==> src/core/adcc_defines.vh <==
// Behaviour
// - Time code n sets loop to 2^(20+n) sample clock cycles, codes above 11 held at 11
// - Reset pin high holds registers at defaults
// - Serial clock used only while reset low
// - Serial data is config input, else standby
// - Port select frames config, ignored under reset
// - Output-enable pin gates data and clock buffers
// - Format pin picks coding and output interface
// - Status pin: range flag, or readback when enabled
// - Bit pairs share one lane, both clock edges
// - Interface field 01/11 overrides the format pin
`ifndef ADCC_DEFINES_VH
`define ADCC_DEFINES_VH

// Register indices; bus byte address is four times the index
`define ADCC_IDX_CTRL     8'h00
`define ADCC_IDX_IFSEL    8'h41
`define ADCC_IDX_OFFS     8'hCF
`define ADCC_IDX_STAT     8'hE0
`define ADCC_IDX_MASK     8'hE1
`define ADCC_IDX_STATE    8'hE2

// Reset values
`define ADCC_CTRL_RST     8'h00
`define ADCC_IFSEL_RST    8'h00
`define ADCC_OFFS_RST     8'h00

// Field positions
`define ADCC_CTRL_READOUT 0
`define ADCC_CTRL_SWRST   1
`define ADCC_IFSEL_MSB    7
`define ADCC_IFSEL_LSB    6
`define ADCC_OFFS_FREEZE  7
`define ADCC_TC_MSB       5
`define ADCC_TC_LSB       2
`define ADCC_OFFS_WMASK   8'hBC
`define ADCC_ST_RANGE     0
`define ADCC_ST_FRAME     1
`define ADCC_ST_LOOP      2

// Interface select codes
`define ADCC_IF_LVDS      2'h1
`define ADCC_IF_CMOS      2'h3

// Timing and sizes
`define ADCC_TC_BASE_LOG2 20
`define ADCC_TC_MAX_CODE  4'hB
`define ADCC_FRAME_LAST   4'hF
`define ADCC_ADDR_LAST    4'h7
`define ADCC_PIN_INIT     9'h018

`endif

==> src/core/adcc_sync.v <==
`timescale 1ns/1ps
`default_nettype none
// Two-flop synchroniser for pins from outside the clock domain
module adcc_sync #(
  parameter       W    = 9,          // Number of bits
  parameter [8:0] INIT = 9'h000      // Reset level of each bit
) (
  input  wire         clk_i,         // System clock
  input  wire         rst_i,         // Synchronous reset
  input  wire [W-1:0] d_i,           // Asynchronous inputs
  output wire [W-1:0] q_o            // Synchronised outputs
);
  reg [W-1:0] meta_reg;              // First stage, read only by second
  reg [W-1:0] sync_reg;              // Second stage

  // Two flops in series
  always @(posedge clk_i) begin
    if (rst_i) begin
      meta_reg <= INIT[W-1:0];
      sync_reg <= INIT[W-1:0];
    end else begin
      meta_reg <= d_i;
      sync_reg <= meta_reg;
    end
  end

  assign q_o = sync_reg;
endmodule // adcc_sync
`default_nettype wire

==> src/core/adcc_core.v <==
`timescale 1ns/1ps
`default_nettype none
`include "adcc_defines.vh"
// Control pins, serial configuration port and output lanes of the converter
module adcc_core #(
  parameter TC_BASE_LOG2 = `ADCC_TC_BASE_LOG2  // Log2 of loop cycles at code 0
) (
  input  wire        clk_i,                        // 20 MHz system clock
  input  wire        rst_i,                        // Synchronous reset, high
  input  wire [9:0]  wb_adr_i,                     // Wishbone byte address
  input  wire [31:0] wb_dat_i,                     // Wishbone write data
  output wire [31:0] wb_dat_o,                     // Wishbone read data
  input  wire        wb_we_i,                      // Wishbone write
  input  wire [3:0]  wb_sel_i,                     // Wishbone byte selects
  input  wire        wb_cyc_i,                     // Wishbone cycle
  input  wire        wb_stb_i,                     // Wishbone strobe
  output wire        wb_ack_o,                     // Wishbone acknowledge
  output wire        irq_o,                        // Level interrupt
  input  wire        cfg_reset_i,                  // Hardware reset pin
  input  wire        cfg_serial_clk_i,             // Serial clock pin
  input  wire        cfg_serial_data_in_i,         // Serial data / standby pin
  input  wire        cfg_port_select_i,            // Serial select pin, low active
  input  wire        out_enable_i,                 // Output buffer enable pin
  input  wire [1:0]  format_interface_select_i,    // Bit0 twos compl, bit1 parallel
  input  wire        sample_clock_true_i,          // Sample clock, true
  input  wire        sample_clock_comp_i,          // Sample clock, complement
  input  wire [13:0] adc_data_i,                   // Offset-binary sample
  input  wire        adc_range_i,                  // Out-of-range from converter
  output wire        range_flag_or_readback_o,     // Range flag or readback data
  output wire        forwarded_clock_true_o,       // Forwarded clock, true
  output wire        forwarded_clock_comp_o,       // Forwarded clock, complement
  output wire [6:0]  lane_true_o,                  // Paired-bit lanes, true
  output wire [6:0]  lane_comp_o,                  // Paired-bit lanes, complement
  output wire        lane_oe_o,                    // Differential buffers enabled
  output wire [13:0] cmos_data_o,                  // Parallel data
  output wire        cmos_clock_o,                 // Parallel output clock
  output wire        cmos_oe_o,                    // Parallel buffers enabled
  output wire        standby_o,                    // Standby in direct mode
  output wire        offset_loop_update_o          // Loop time constant elapsed
);
  wire [8:0] pin_s;                                // Synchronised pins
  reg  [8:0] pin_d_reg;                            // Previous synchronised pins
  wire       hwrst_s  = pin_s[0];                  // Reset pin level
  wire       sclk_s   = pin_s[1];                  // Serial clock level
  wire       cfg_serial_data_in_s  = pin_s[2];                  // Serial data level
  wire       sen_s    = pin_s[3];                  // Port select level
  wire       oe_s     = pin_s[4];                  // Output enable level
  wire [1:0] dfs_s    = pin_s[6:5];                // Format select level
  reg        ctrl_readout_reg;                     // Readback enable bit
  reg        swrst_reg;                            // Software reset pulse
  reg  [7:0] ifsel_reg;                            // Interface control register
  reg  [7:0] offs_reg;                             // Offset loop register
  reg  [2:0] stat_reg;                             // Sticky events
  reg  [2:0] mask_reg;                             // Interrupt mask
  reg        irq_reg;                              // Interrupt output flop
  reg        ack_reg;                              // Bus acknowledge
  reg  [31:0] rdat_reg;                            // Bus read data
  reg        sclk_lvl_reg;                         // Sample clock level
  reg        sclk_lvl_d_reg;                       // Delayed sample clock level
  reg  [13:0] word_reg;                            // Formatted sample
  reg  [6:0] lane_reg;                             // Lane drive
  reg        fwd_reg;                              // Forwarded clock drive
  reg  [13:0] cmos_reg;                            // Parallel data drive
  reg        cmos_clk_reg;                         // Parallel clock drive
  reg        range_reg;                            // Captured range flag
  reg        pin_out_reg;                          // Shared status pin drive
  reg  [31:0] loop_cnt_reg;                        // Loop cycle counter
  reg        loop_pulse_reg;                       // Loop elapsed pulse
  reg  [14:0] sh_reg;                              // Serial shift register
  reg  [3:0] bit_cnt_reg;                          // Serial bit counter
  reg  [7:0] rd_sh_reg;                            // Readback shift register
  reg        sdo_reg;                              // Readback bit
  reg        frame_wr_reg;                         // Serial write strobe
  reg  [7:0] frame_adr_reg;                        // Serial write address
  reg  [7:0] frame_dat_reg;                        // Serial write data

  // Pins cross into the clock domain
  adcc_sync #(.W(9), .INIT(`ADCC_PIN_INIT)) u_sync (
    .clk_i (clk_i),
    .rst_i (rst_i),
    .d_i   ({sample_clock_comp_i, sample_clock_true_i, format_interface_select_i,
             out_enable_i, cfg_port_select_i, cfg_serial_data_in_i,
             cfg_serial_clk_i, cfg_reset_i}),
    .q_o   (pin_s)
  );

  // Loop length for a time code, held at the last valid code
  function [31:0] tc_limit;
    input [3:0] code;
    reg   [3:0] c;
    begin
      c = (code > `ADCC_TC_MAX_CODE) ? `ADCC_TC_MAX_CODE : code;
      tc_limit = 32'h0000_0001 << (TC_BASE_LOG2 + c);
    end
  endfunction

  // Odd or even bit of each pair
  function [6:0] pick_half;
    input [13:0] w;
    input        odd;
    integer      i;
    begin
      pick_half = 7'h00;
      for (i = 0; i < 7; i = i + 1) begin
        pick_half[i] = w[2*i + odd];
      end
    end
  endfunction

  // Readable configuration registers
  function [7:0] cfg_read;
    input [7:0] idx;
    begin
      case (idx)
        `ADCC_IDX_CTRL:  cfg_read = {7'h00, ctrl_readout_reg};
        `ADCC_IDX_IFSEL: cfg_read = ifsel_reg;
        `ADCC_IDX_OFFS:  cfg_read = offs_reg;
        default:         cfg_read = 8'h00;
      endcase
    end
  endfunction

  // Mode decode
  wire       cfg_mode  = ~hwrst_s;
  wire       standby   = hwrst_s & cfg_serial_data_in_s;
  wire [1:0] if_code   = ifsel_reg[`ADCC_IFSEL_MSB:`ADCC_IFSEL_LSB];
  wire       use_cmos  = (if_code == `ADCC_IF_LVDS) ? 1'b0 :
                         (if_code == `ADCC_IF_CMOS) ? 1'b1 : dfs_s[1];
  wire       twos      = dfs_s[0];
  wire       buf_en    = oe_s & ~standby;
  wire       lvds_en   = buf_en & ~use_cmos;
  wire       cmos_en   = buf_en & use_cmos;
  wire       cfg_clear = rst_i | hwrst_s | swrst_reg;
  wire       clk_rise  = sclk_lvl_reg & ~sclk_lvl_d_reg;
  wire       clk_fall  = ~sclk_lvl_reg & sclk_lvl_d_reg;
  wire       ser_act   = cfg_mode & ~sen_s;
  wire       ser_rise  = ser_act & sclk_s & ~pin_d_reg[1];
  wire       ser_fall  = ser_act & ~sclk_s & pin_d_reg[1];
  wire       bus_req   = wb_cyc_i & wb_stb_i & ~ack_reg;
  wire       bus_wr    = bus_req & wb_we_i & wb_sel_i[0];
  wire [7:0] bus_idx   = wb_adr_i[9:2];
  wire [2:0] events    = {loop_pulse_reg, frame_wr_reg, range_reg & clk_rise};

  // Edge history of synchronised pins
  always @(posedge clk_i) begin
    if (rst_i) begin
      pin_d_reg <= `ADCC_PIN_INIT;
    end else begin
      pin_d_reg <= pin_s;
    end
  end

  // Sample clock level, updated only on a valid differential state
  always @(posedge clk_i) begin
    if (rst_i) begin
      sclk_lvl_reg   <= 1'b0;
      sclk_lvl_d_reg <= 1'b0;
    end else begin
      if (pin_s[7] != pin_s[8]) begin
        sclk_lvl_reg <= pin_s[7];
      end
      sclk_lvl_d_reg <= sclk_lvl_reg;
    end
  end

  // Sample capture, lane multiplexing, parallel output and status pin
  always @(posedge clk_i) begin
    if (rst_i) begin
      pin_out_reg  <= 1'b0;
      word_reg     <= 14'h0000;
      lane_reg     <= 7'h00;
      fwd_reg      <= 1'b0;
      cmos_reg     <= 14'h0000;
      cmos_clk_reg <= 1'b0;
      range_reg    <= 1'b0;
    end else begin
      pin_out_reg <= ctrl_readout_reg ? sdo_reg : range_reg;
      if (clk_rise) begin
        // Offset binary passes, twos complement flips the sign bit
        word_reg  <= twos ? {~adc_data_i[13], adc_data_i[12:0]} : adc_data_i;
        range_reg <= adc_range_i;
      end
      if (!lvds_en) begin
        lane_reg <= 7'h00;
        fwd_reg  <= 1'b0;
      end else if (clk_rise) begin
        lane_reg <= pick_half(word_reg, 1'b0);
        fwd_reg  <= 1'b1;
      end else if (clk_fall) begin
        lane_reg <= pick_half(word_reg, 1'b1);
        fwd_reg  <= 1'b0;
      end
      if (!cmos_en) begin
        cmos_reg     <= 14'h0000;
        cmos_clk_reg <= 1'b0;
      end else if (clk_rise) begin
        cmos_reg     <= word_reg;
        cmos_clk_reg <= 1'b0;
      end else if (clk_fall) begin
        cmos_clk_reg <= 1'b1;
      end
    end
  end

  // Offset loop period counter in sample clock cycles
  always @(posedge clk_i) begin
    if (rst_i || standby) begin
      loop_cnt_reg   <= 32'h0000_0000;
      loop_pulse_reg <= 1'b0;
    end else begin
      loop_pulse_reg <= 1'b0;
      if (clk_rise && !offs_reg[`ADCC_OFFS_FREEZE]) begin
        if (loop_cnt_reg >= tc_limit(offs_reg[`ADCC_TC_MSB:`ADCC_TC_LSB]) - 32'h1) begin
          loop_cnt_reg   <= 32'h0000_0000;
          loop_pulse_reg <= 1'b1;
        end else begin
          loop_cnt_reg <= loop_cnt_reg + 32'h1;
        end
      end
    end
  end

  // Serial port: 8 address then 8 data bits, MSB first
  always @(posedge clk_i) begin
    if (rst_i || !ser_act) begin
      sh_reg        <= 15'h0000;
      bit_cnt_reg   <= 4'h0;
      rd_sh_reg     <= 8'h00;
      sdo_reg       <= 1'b0;
      frame_wr_reg  <= 1'b0;
      frame_adr_reg <= 8'h00;
      frame_dat_reg <= 8'h00;
    end else begin
      frame_wr_reg <= 1'b0;
      if (ser_rise) begin
        sh_reg      <= {sh_reg[13:0], cfg_serial_data_in_s};
        bit_cnt_reg <= bit_cnt_reg + 4'h1;
        if (bit_cnt_reg == `ADCC_ADDR_LAST) begin
          rd_sh_reg <= cfg_read({sh_reg[6:0], cfg_serial_data_in_s});
        end
        if (bit_cnt_reg == `ADCC_FRAME_LAST) begin
          frame_wr_reg  <= 1'b1;
          frame_adr_reg <= sh_reg[14:7];
          frame_dat_reg <= {sh_reg[6:0], cfg_serial_data_in_s};
        end
      end else if (ser_fall && bit_cnt_reg[3]) begin
        sdo_reg   <= rd_sh_reg[7];
        rd_sh_reg <= {rd_sh_reg[6:0], 1'b0};
      end
    end
  end

  // Configuration registers, serial then bus writes
  always @(posedge clk_i) begin
    if (cfg_clear) begin
      ctrl_readout_reg <= |(`ADCC_CTRL_RST & 8'h01);
      swrst_reg        <= 1'b0;
      ifsel_reg        <= `ADCC_IFSEL_RST;
      offs_reg         <= `ADCC_OFFS_RST;
    end else begin
      swrst_reg <= 1'b0;
      if (frame_wr_reg) begin
        case (frame_adr_reg)
          `ADCC_IDX_CTRL: begin
            ctrl_readout_reg <= frame_dat_reg[`ADCC_CTRL_READOUT];
            swrst_reg        <= frame_dat_reg[`ADCC_CTRL_SWRST];
          end
          // Readback mode leaves the other registers untouched
          `ADCC_IDX_IFSEL: if (!ctrl_readout_reg) ifsel_reg <= frame_dat_reg;
          `ADCC_IDX_OFFS:  if (!ctrl_readout_reg) offs_reg <= frame_dat_reg & `ADCC_OFFS_WMASK;
          default: ;
        endcase
      end
      if (bus_wr) begin
        case (bus_idx)
          `ADCC_IDX_CTRL: begin
            ctrl_readout_reg <= wb_dat_i[`ADCC_CTRL_READOUT];
            swrst_reg        <= wb_dat_i[`ADCC_CTRL_SWRST];
          end
          `ADCC_IDX_IFSEL: ifsel_reg <= wb_dat_i[7:0];
          `ADCC_IDX_OFFS:  offs_reg  <= wb_dat_i[7:0] & `ADCC_OFFS_WMASK;
          default: ;
        endcase
      end
    end
  end

  // Bus answer, status clear on read, mask and interrupt
  always @(posedge clk_i) begin
    if (rst_i) begin
      ack_reg  <= 1'b0;
      rdat_reg <= 32'h0000_0000;
      stat_reg <= 3'h0;
      mask_reg <= 3'h0;
      irq_reg  <= 1'b0;
    end else begin
      ack_reg  <= bus_req;
      rdat_reg <= 32'h0000_0000;
      // New events win over the read clear
      if (bus_req && !wb_we_i && bus_idx == `ADCC_IDX_STAT) begin
        stat_reg <= events;
      end else begin
        stat_reg <= stat_reg | events;
      end
      if (bus_wr && bus_idx == `ADCC_IDX_MASK) begin
        mask_reg <= wb_dat_i[2:0];
      end
      if (bus_req && !wb_we_i) begin
        case (bus_idx)
          `ADCC_IDX_STAT:  rdat_reg <= {29'h0, stat_reg};
          `ADCC_IDX_MASK:  rdat_reg <= {29'h0, mask_reg};
          `ADCC_IDX_STATE: rdat_reg <= {27'h0, hwrst_s, standby, use_cmos, twos, oe_s};
          default:         rdat_reg <= {24'h0, cfg_read(bus_idx)};
        endcase
      end
      irq_reg <= |(stat_reg & mask_reg);
    end
  end

  assign wb_ack_o                 = ack_reg;
  assign wb_dat_o                 = rdat_reg;
  assign irq_o                    = irq_reg;
  assign range_flag_or_readback_o = pin_out_reg;
  assign lane_true_o              = lane_reg;
  assign lane_comp_o              = ~lane_reg & {7{lvds_en}};
  assign forwarded_clock_true_o   = fwd_reg;
  assign forwarded_clock_comp_o   = ~fwd_reg & lvds_en;
  assign lane_oe_o                = lvds_en;
  assign cmos_data_o              = cmos_reg;
  assign cmos_clock_o             = cmos_clk_reg;
  assign cmos_oe_o                = cmos_en;
  assign standby_o                = standby;
  assign offset_loop_update_o     = loop_pulse_reg;
endmodule // adcc_core
`default_nettype wire

==> config.mk <==
export PLATFORM = sky130hd
export DESIGN_NAME = adcc_core
export DESIGN_NICKNAME = d
export VERILOG_FILES = /design/src/core/adcc_sync.v /design/src/core/adcc_core.v
export VERILOG_INCLUDE_DIRS = /design/src /design/src/core
export SDC_FILE = /design/constraint.sdc
export NUM_CORES = 1
export LEC_CHECK = 0
export ABC_AREA = 1
export BUFFER_PORTS_ARGS = -buffer_cell sky130_fd_sc_hd__buf_2
export CAP_MARGIN = 20
export CORE_ASPECT_RATIO = 0.9
export CORE_MARGIN = 8
export CORE_UTILIZATION = 42
export CTS_CLUSTER_DIAMETER = 40
export DETAILED_ROUTE_END_ITERATION = 16
export SETUP_SLACK_MARGIN = 0.5
export SLEW_MARGIN = 20
export SYNTH_ARGS = -nofsm -noshare
export SYNTH_HDL_FRONTEND = slang
export SYNTH_SLANG_ARGS = --single-unit
export TNS_END_PERCENT = 1
==> constraint.sdc <==
create_clock -name clk_i -period 2.9 [get_ports clk_i]
set_input_delay 0.435 -clock clk_i [delete_from_list [all_inputs] [get_ports clk_i]]
set_output_delay 0.435 -clock clk_i [all_outputs]
set_load 0.01 [all_outputs]
==> results of run 1 <==
==> timing repair <==
action	CTS	global route
pin swaps	0	2
gates cloned	0	1
gates resized for setup	2	9
endpoints found under the setup margin	32	40
buffers inserted	0	0
==> synth_stat cells (2+ instances only) <==
cell type / instances
buf_2: 8
a22oi_1: 3
o21bai_1: 4
nor2_2: 7
a31oi_1: 6
xnor2_1: 9
nand4_1: 11
buf_4: 24
clkbuf_1: 24
buf_1: 3
nor2_4: 3
or2_2: 4
inv_2: 4
dfxtp_1: 172
o211ai_1: 4
xor2_1: 17
o21ai_0: 77
nand3_2: 2
nor4_1: 2
nor3_4: 2
ha_1: 35
nor2_1: 167
a211oi_1: 4
o21ai_1: 2
nand3_1: 43
nand2_1: 219
a21oi_1: 107
nor3_1: 24
inv_1: 117
conb_1: 2
==> stage by stage <==
step                setup WS [ns]  util, %  power (uW)
detailed placement         0.4365    46.02        2676
floorplan                  0.7855        -        2614
global route               0.4949    49.49        5129
global placement           0.4897    46.02        2675
finish                     0.6451    49.49        4935
CTS                        0.5121    49.23        4974
==> per-layer routing <==
layer | part of all wire [%] | vias up | global-route usage [%]
li1 | - | 3753 | -
met1 | 48 | 3236 | 21.41
met2 | 47 | 117 | 27.65
met3 | 3.7 | 23 | 3.281
met4 | 1.7 | 0 | 5.227
met5 | 0 | - | 0
==> logic make-up after synthesis <==
group / after synthesis
AOI/OAI and AO/OA: 213
xor gates and xnor gates: 26
adders and majority gates: 35
buffers and inverters: 181
DFF: 172
muxes: 1
other: 2
and+or+nand+nor: 486
==> final cells by class <==
class	instances	area [um^2]	share of cell area (%)
clock inverters	15	177.7	1.886
well taps	250	312.8	3.320
clock buffers	17	425.4	4.515
inverters	122	457.9	4.861
multi-input cells	804	4016	42.63
flip-flops and latches	172	3448	36.60
repair buffers	104	583.1	6.189
==> report_power, final <==
part	internal, uW	leakage (uW)	switching [uW]
Sequential	2390	0.00139	13.2
Clock	1230	0.000286	1070
Combinational	80.0	0.00221	152
==> worst max-delay path by stage <==
stage / endpoint / slack, ns / cells after the start
after floorplan: loop_cnt_reg[6]$_SDFFE_PP0P_ / 0.79 / 15
after global placement: loop_cnt_reg[10]$_SDFFE_PP0P_ / 0.49 / 14
after detailed placement: loop_cnt_reg[25]$_SDFFE_PP0P_ / 0.44 / 14
after CTS: loop_cnt_reg[30]$_SDFFE_PP0P_ / 0.51 / 14
after global routing: lane_comp_o[2] / 0.49 / 8
final: loop_cnt_reg[25]$_SDFFE_PP0P_ / 0.65 / 14
==> worst max-delay path, stage by stage (launching register included) <==
cell and delay, ns:
dfxtp_4 0.38, inv_1 0.07, o211ai_1 0.28, nand2_1 0.12, ha_1 0.29, nand2_1 0.06, nor2_2 0.10, nand4_1 0.15
a21oi_2 0.14, nor2_1 0.05, nand2_1 0.07, nand2_1 0.10, nand2_4 0.12, clkbuf_16 0.18, nor2_1 0.05
==> results.yml, run 1 <==
clocking:
  cts_max_path_buffers: 2
  cts_tree: "built"
  cts-hold-fix-buffers: 0
  h-tree-depth: 4
  clock_latency_ns: 0.43
  root_buffer: "clkbuf_16"
  path_clk_slew_ns: 0.07
  numCtsBuffers: 17
  cts.sinks: 172
yosys:
  synth_adder_area_share_pct: 5.426
  netlist_area_um2: 8071
  syn_inst: 1116
  syn_avg_cell_area_um2: 7.233
  synth_simple_gate_area_share_pct: 25.22
  ys_warn_count: 0
  ys_async_sr_fraction_pct: 0
  synth_compound_area_share_pct: 14.00
  synthMuxAreaShare_pct: 0.1240
  ys_ff_latch: 172
  ys.flop_type: "dfxtp_1"
  ys_seq_area_share_pct: 42.66
  synth.area.top_cells: "dfxtp_1, nand2_1, nor2_1, a21oi_1, inv_1"
  yosysTopAreaCell: "dfxtp_1"
  netlist.area_leader.share_pct: 42.66
  synth_top_family_by_area: "simple AND/OR/NAND/NOR gates"
  synthXorXnorAreaFrac_pct: 2.821
  synth_cell_types: 40
  synth-edff-count: 0
final_layout:
  largest_reg_flops: 32
  design_area_um2: 9422
  drive_gt1_share_pct: 13.29
  n_fill_cell: 1980
  syn_to_final_growth_pct: 16.73
  diodes: 0
  layout_commonest_cell: "nand2_1"
  nNetsFinal: 1331
  layout_common_cells: "nand2_1, dfxtp_1, nor2_1"
  layout.cells.non_filler: 1484
worst_setup_path:
  critPathRequiredTime_ns: 3.22
  worstSetupPathType: "flip-flop to flip-flop"
  crit_start: "offs_reg[4]$_SDFF_PP0_"
  rr_worst_depth: 14
  reg2reg_setup_slack_ns: 0.65
  start_kind: "flip-flop"
  timing.rr.end: "loop_cnt_reg[25]$_SDFFE_PP0P_"
  cp.arrival_ns: 2.57
  crit_fanout: 16
  endpoint_kind: "flip-flop"
  r2r_start: "offs_reg[4]$_SDFF_PP0_"
routing:
  vias: 7129
  routed_via_density: 4.804
  wire_per_inst_um: 13.32
  dr.pass1.iters: 4
  drt_iter0_markers: 408
  postRouteWirelength_um: 19770
  antenna_left: 0
  drc: 0
placement:
  port-buffer-count: 91
  dpl.cell_count: 1451
  dp_hpwl_um: 14870
  place.gp.congestion: 0.8299
  place_area_um2: 8762
power:
  peakVddDrop_v: 0.0004025
  p_leak_uw: 0.003886
  power_density_nw_per_um2: 523.8
timing:
  hold_viol_final: 0
  setup_violations: 0
  slew-limit-headroom_pct: 60.29
  finalSetupTns_ns: 0
  fin_crit_ns: 2.255
  worst_slew_pin_slew_ns: 0.5942
  post-route-period-util_pct: 77.76
  fin_skew_ns: 0.01482
  fmax_ghz: 0.4435
  rsz0062_at_grt: "yes"
  slew_viol_final: 0
  holdWs_ns: 0.1848
min_path:
  worstHoldPathType: "input pin to flip-flop"
  hold_path_depth: 2
  hp-start: "out_enable_i"
  min_to: "u_sync.meta_reg[4]$_SDFF_PP1_"
die:
  die-area_um2: 23920
  rows: 48
  core_area_um2: 19040
  initial_core_util_pct: 42.40
  io-pin-count: 145
  die_x_um: 162.1
  die_h_um: 147.5
global_routing:
  antenna_found_initial: 0
  grt_max_degree: 33
  grt.total_usage_pct: 16.66
  grt_pass1_vias: 6739
  grt-ovfl-total: 0
  grt_pass1_wl_um: 32710
status:
  status: "complete, no violations"
job:
  maxCapViolCount: 0
(Power assumes the default switching activity.)
==> run 2, diff against run 1 <==
Settings changed: ABC_AREA 1 to 0.
Clock period 2.9 ns to 2.09 ns, I/O delays scaled along.
==> run 2 against run 1 <==
The run now ends with negative setup slack left. Power rose by 37%. Clock-buffer cell count rose by 1. Register-to-register slack got worse by 0.69 ns. Sequential power rose by 39%. Via count fell by 7.8%. Setup slack got worse by 0.69 ns. Flip-flop and latch count did not move. Critical path depth fell by 5. Utilization rose by 3.9 points. Largest cell class unchanged.
==> results.yml, run 2 <==
status:
  status: "finished with violations"
  violations: "negative setup slack"
timing:
  worst_slack_ns: -0.04587
  rsz0062_at_grt: "yes"
  hold_viol_final: 0
  fmax_ghz: 0.4682
  worst_slew_pin_slew_ns: 0.6079
  fin_skew_ns: 0.01779
  post-route-period-util_pct: 102.2
  fin_crit_ns: 2.136
  slew-limit-headroom_pct: 59.47
  setup_violations: 26
  finalSetupTns_ns: -0.6984
  slew_viol_final: 0
job:
  maxCapViolCount: 0
die:
  die_h_um: 147.8
  rows: 48
  core_area_um2: 19040
  die_x_um: 162.5
  io-pin-count: 145
  initial_core_util_pct: 42.59
  die-area_um2: 24020
clocking:
  path_clk_slew_ns: 0.08
  cts-hold-fix-buffers: 0
  clock_latency_ns: 0.43
  h-tree-depth: 4
  cts_max_path_buffers: 2
  cts.sinks: 172
  cts_tree: "built"
  root_buffer: "clkbuf_16"
  numCtsBuffers: 17
yosys:
  synth.area.top_cells: "dfxtp_1, mux2i_1, ha_1, nand2_1, nor2_1"
  synth_common_cells: "dfxtp_1, nand2_1, nor2_1, a21oi_1, mux2i_1"
  ys_seq_area_share_pct: 42.46
  synth.most_common_cell: "dfxtp_1"
  synth_cell_types: 61
  ys_warn_count: 0
  yosysTopAreaCell: "dfxtp_1"
  ys_ff_latch: 172
  syn_avg_cell_area_um2: 8.940
  syn_inst: 907
  ys_async_sr_fraction_pct: 0
  synth-edff-count: 0
  netlist_area_um2: 8109
  netlist.area_leader.share_pct: 42.46
  ys.flop_type: "dfxtp_1"
worst_setup_path:
  path_buf_inv: 1
  crit_chain: "or2_4, nor3_2, ha_1, nand4_1, nor4_4, o21ai_4, a21oi_4, buf_12, nor3_1"
  cp.arrival_ns: 2.43
  crit_family: "simple AND/OR/NAND/NOR gates"
  slowest_stage: "nor4_4"
  start_kind: "flip-flop"
  critPathRequiredTime_ns: 2.39
  endpoint_kind: "flip-flop"
  slowest_delay_ns: 0.39
  crit_fanout: 21
  worstSetupPathType: "flip-flop to flip-flop"
routing:
  dr.pass1.iters: 4
  wire_per_inst_um: 15.65
  drc: 0
  drt_iter0_markers: 368
  postRouteWirelength_um: 20400
  routed_via_density: 5.045
  vias: 6573
  antenna_left: 0
power:
  p_seq_share_pct: 49.4
  p_int_uw: 5043
  peakVddDrop_v: 0.0005834
  p_sw_uw: 1694
  comb_power_share_pct: 5.2
  finalPower_uw: 6737
  swShare_pct: 25.15
  p_leak_uw: 0.004179
  p_clk_share_pct: 45.4
  power_density_nw_per_um2: 663.0
global_routing:
  grt-ovfl-total: 0
  grt_pass1_wl_um: 33010
  grt_max_degree: 46
  grt_pass1_vias: 6312
  antenna_found_initial: 1
  grt.total_usage_pct: 17.07
final_layout:
  drive_gt1_share_pct: 29.53
  nNetsFinal: 1150
  syn_to_final_growth_pct: 25.32
  diodes: 0
  layout_commonest_cell: "dfxtp_1"
  largest_reg_flops: 32
  layout_common_cells: "dfxtp_1, nor2_1, nand2_1"
  post-route-util_pct: 53.38
  design_area_um2: 10160
placement:
  dp_hpwl_um: 14810
  place_area_um2: 9074
  port-buffer-count: 91
  place.gp.congestion: 0.8201
min_path:
  worstHoldPathType: "input pin to flip-flop"
-- run 2: changes by cell type in the layout (fill, tap and decap cells not counted), moves of 48 or more --
cell and delta:
nor2_1 -62, nand2_1 -123, o21ai_0 -71, inv_1 -107, a21oi_1 -48, mux2i_1 +50
-- run 2: final cells by class --
type                            count  area (um^2)
Sequential cell                   172         3486
Clock buffer                       18        439.2
Timing Repair Buffer              140        883.3
Multi-Input combinational cell    700         4882
Clock inverter                     14        125.1
Tap cell                          250        312.8
Inverter                            9        33.78
Fill cell                        1787         8876
-- run 2: path summary, 6_finish.rpt --
path / from / to / slack [ns] / depth (start not counted)
worst max-delay path: offs_reg[2]$_SDFF_PP0_ / loop_cnt_reg[12]$_SDFFE_PP0P_ / -0.05 / 9
worst min-delay path: cfg_port_select_i / u_sync.meta_reg[3]$_SDFF_PP1_ / 0.06 / 2
worst max register to register: offs_reg[2]$_SDFF_PP0_ / loop_cnt_reg[12]$_SDFFE_PP0P_ / -0.05 / 9
worst min register to register: u_sync.meta_reg[4]$_SDFF_PP1_ / u_sync.q_o[4]$_SDFF_PP1_ / 0.41 / 1
-- run 2: power by group through the flow --
| stage | clock network, uW | registers, uW | logic (uW) |
|---|---|---|---|
| final | 3060 | 3330 | 354 |
| after global placement | 0 | 3410 | 333 |
| after global routing | 3270 | 3330 | 390 |
| after floorplan | 0 | 3400 | 239 |
| after detailed placement | 0 | 3410 | 334 |
| after CTS | 3110 | 3330 | 345 |
-- run 2: metal layers --
layer	track usage (%)	up-vias	share of wire, %
met5	0	-	0.049
met1	22.04	3083	47
met2	28.00	102	49
met3	4.115	16	4.1
met4	4.394	2	0.82
li1	-	3370	-
-- run 2: cells by family after synthesis --
| kind of cell | after synthesis | synth area share [%] |
|---|---|---|
| AO/OA/AOI/OAI | 141 | 10.77 |
| XOR/XNOR | 31 | 3.348 |
| adder cells (fa/ha/maj) | 36 | 5.524 |
| buffers and inverters | 76 | 4.999 |
| flip-flops | 172 | 42.46 |
| multiplexers | 60 | 7.422 |
| other | 2 | 0.09261 |
| AND/OR/NAND/NOR | 389 | 25.38 |
-- run 2: repair_timing --
item                                   4_1_cts  5_1_grt
pin swaps                                   21       74
buffers inserted                             1        0
setup endpoints to repair                  105       94
gates resized for setup                     43       98
endpoints found under the hold margin        0        0
-- run 2: through the flow --
| stage | worst slack, ns | hold slack, ns | cells |
|---|---|---|---|
| after floorplan | -0.07208 | 0.3895 | 948 |
| after global placement | -0.08735 | 0.3917 | 1270 |
| after detailed placement | -0.1168 | 0.3981 | 1270 |
| after CTS | -0.02998 | 0.04537 | 1303 |
| after global routing | -0.1997 | 0.05549 | 1303 |
| final | -0.04587 | 0.06457 | 1303 |
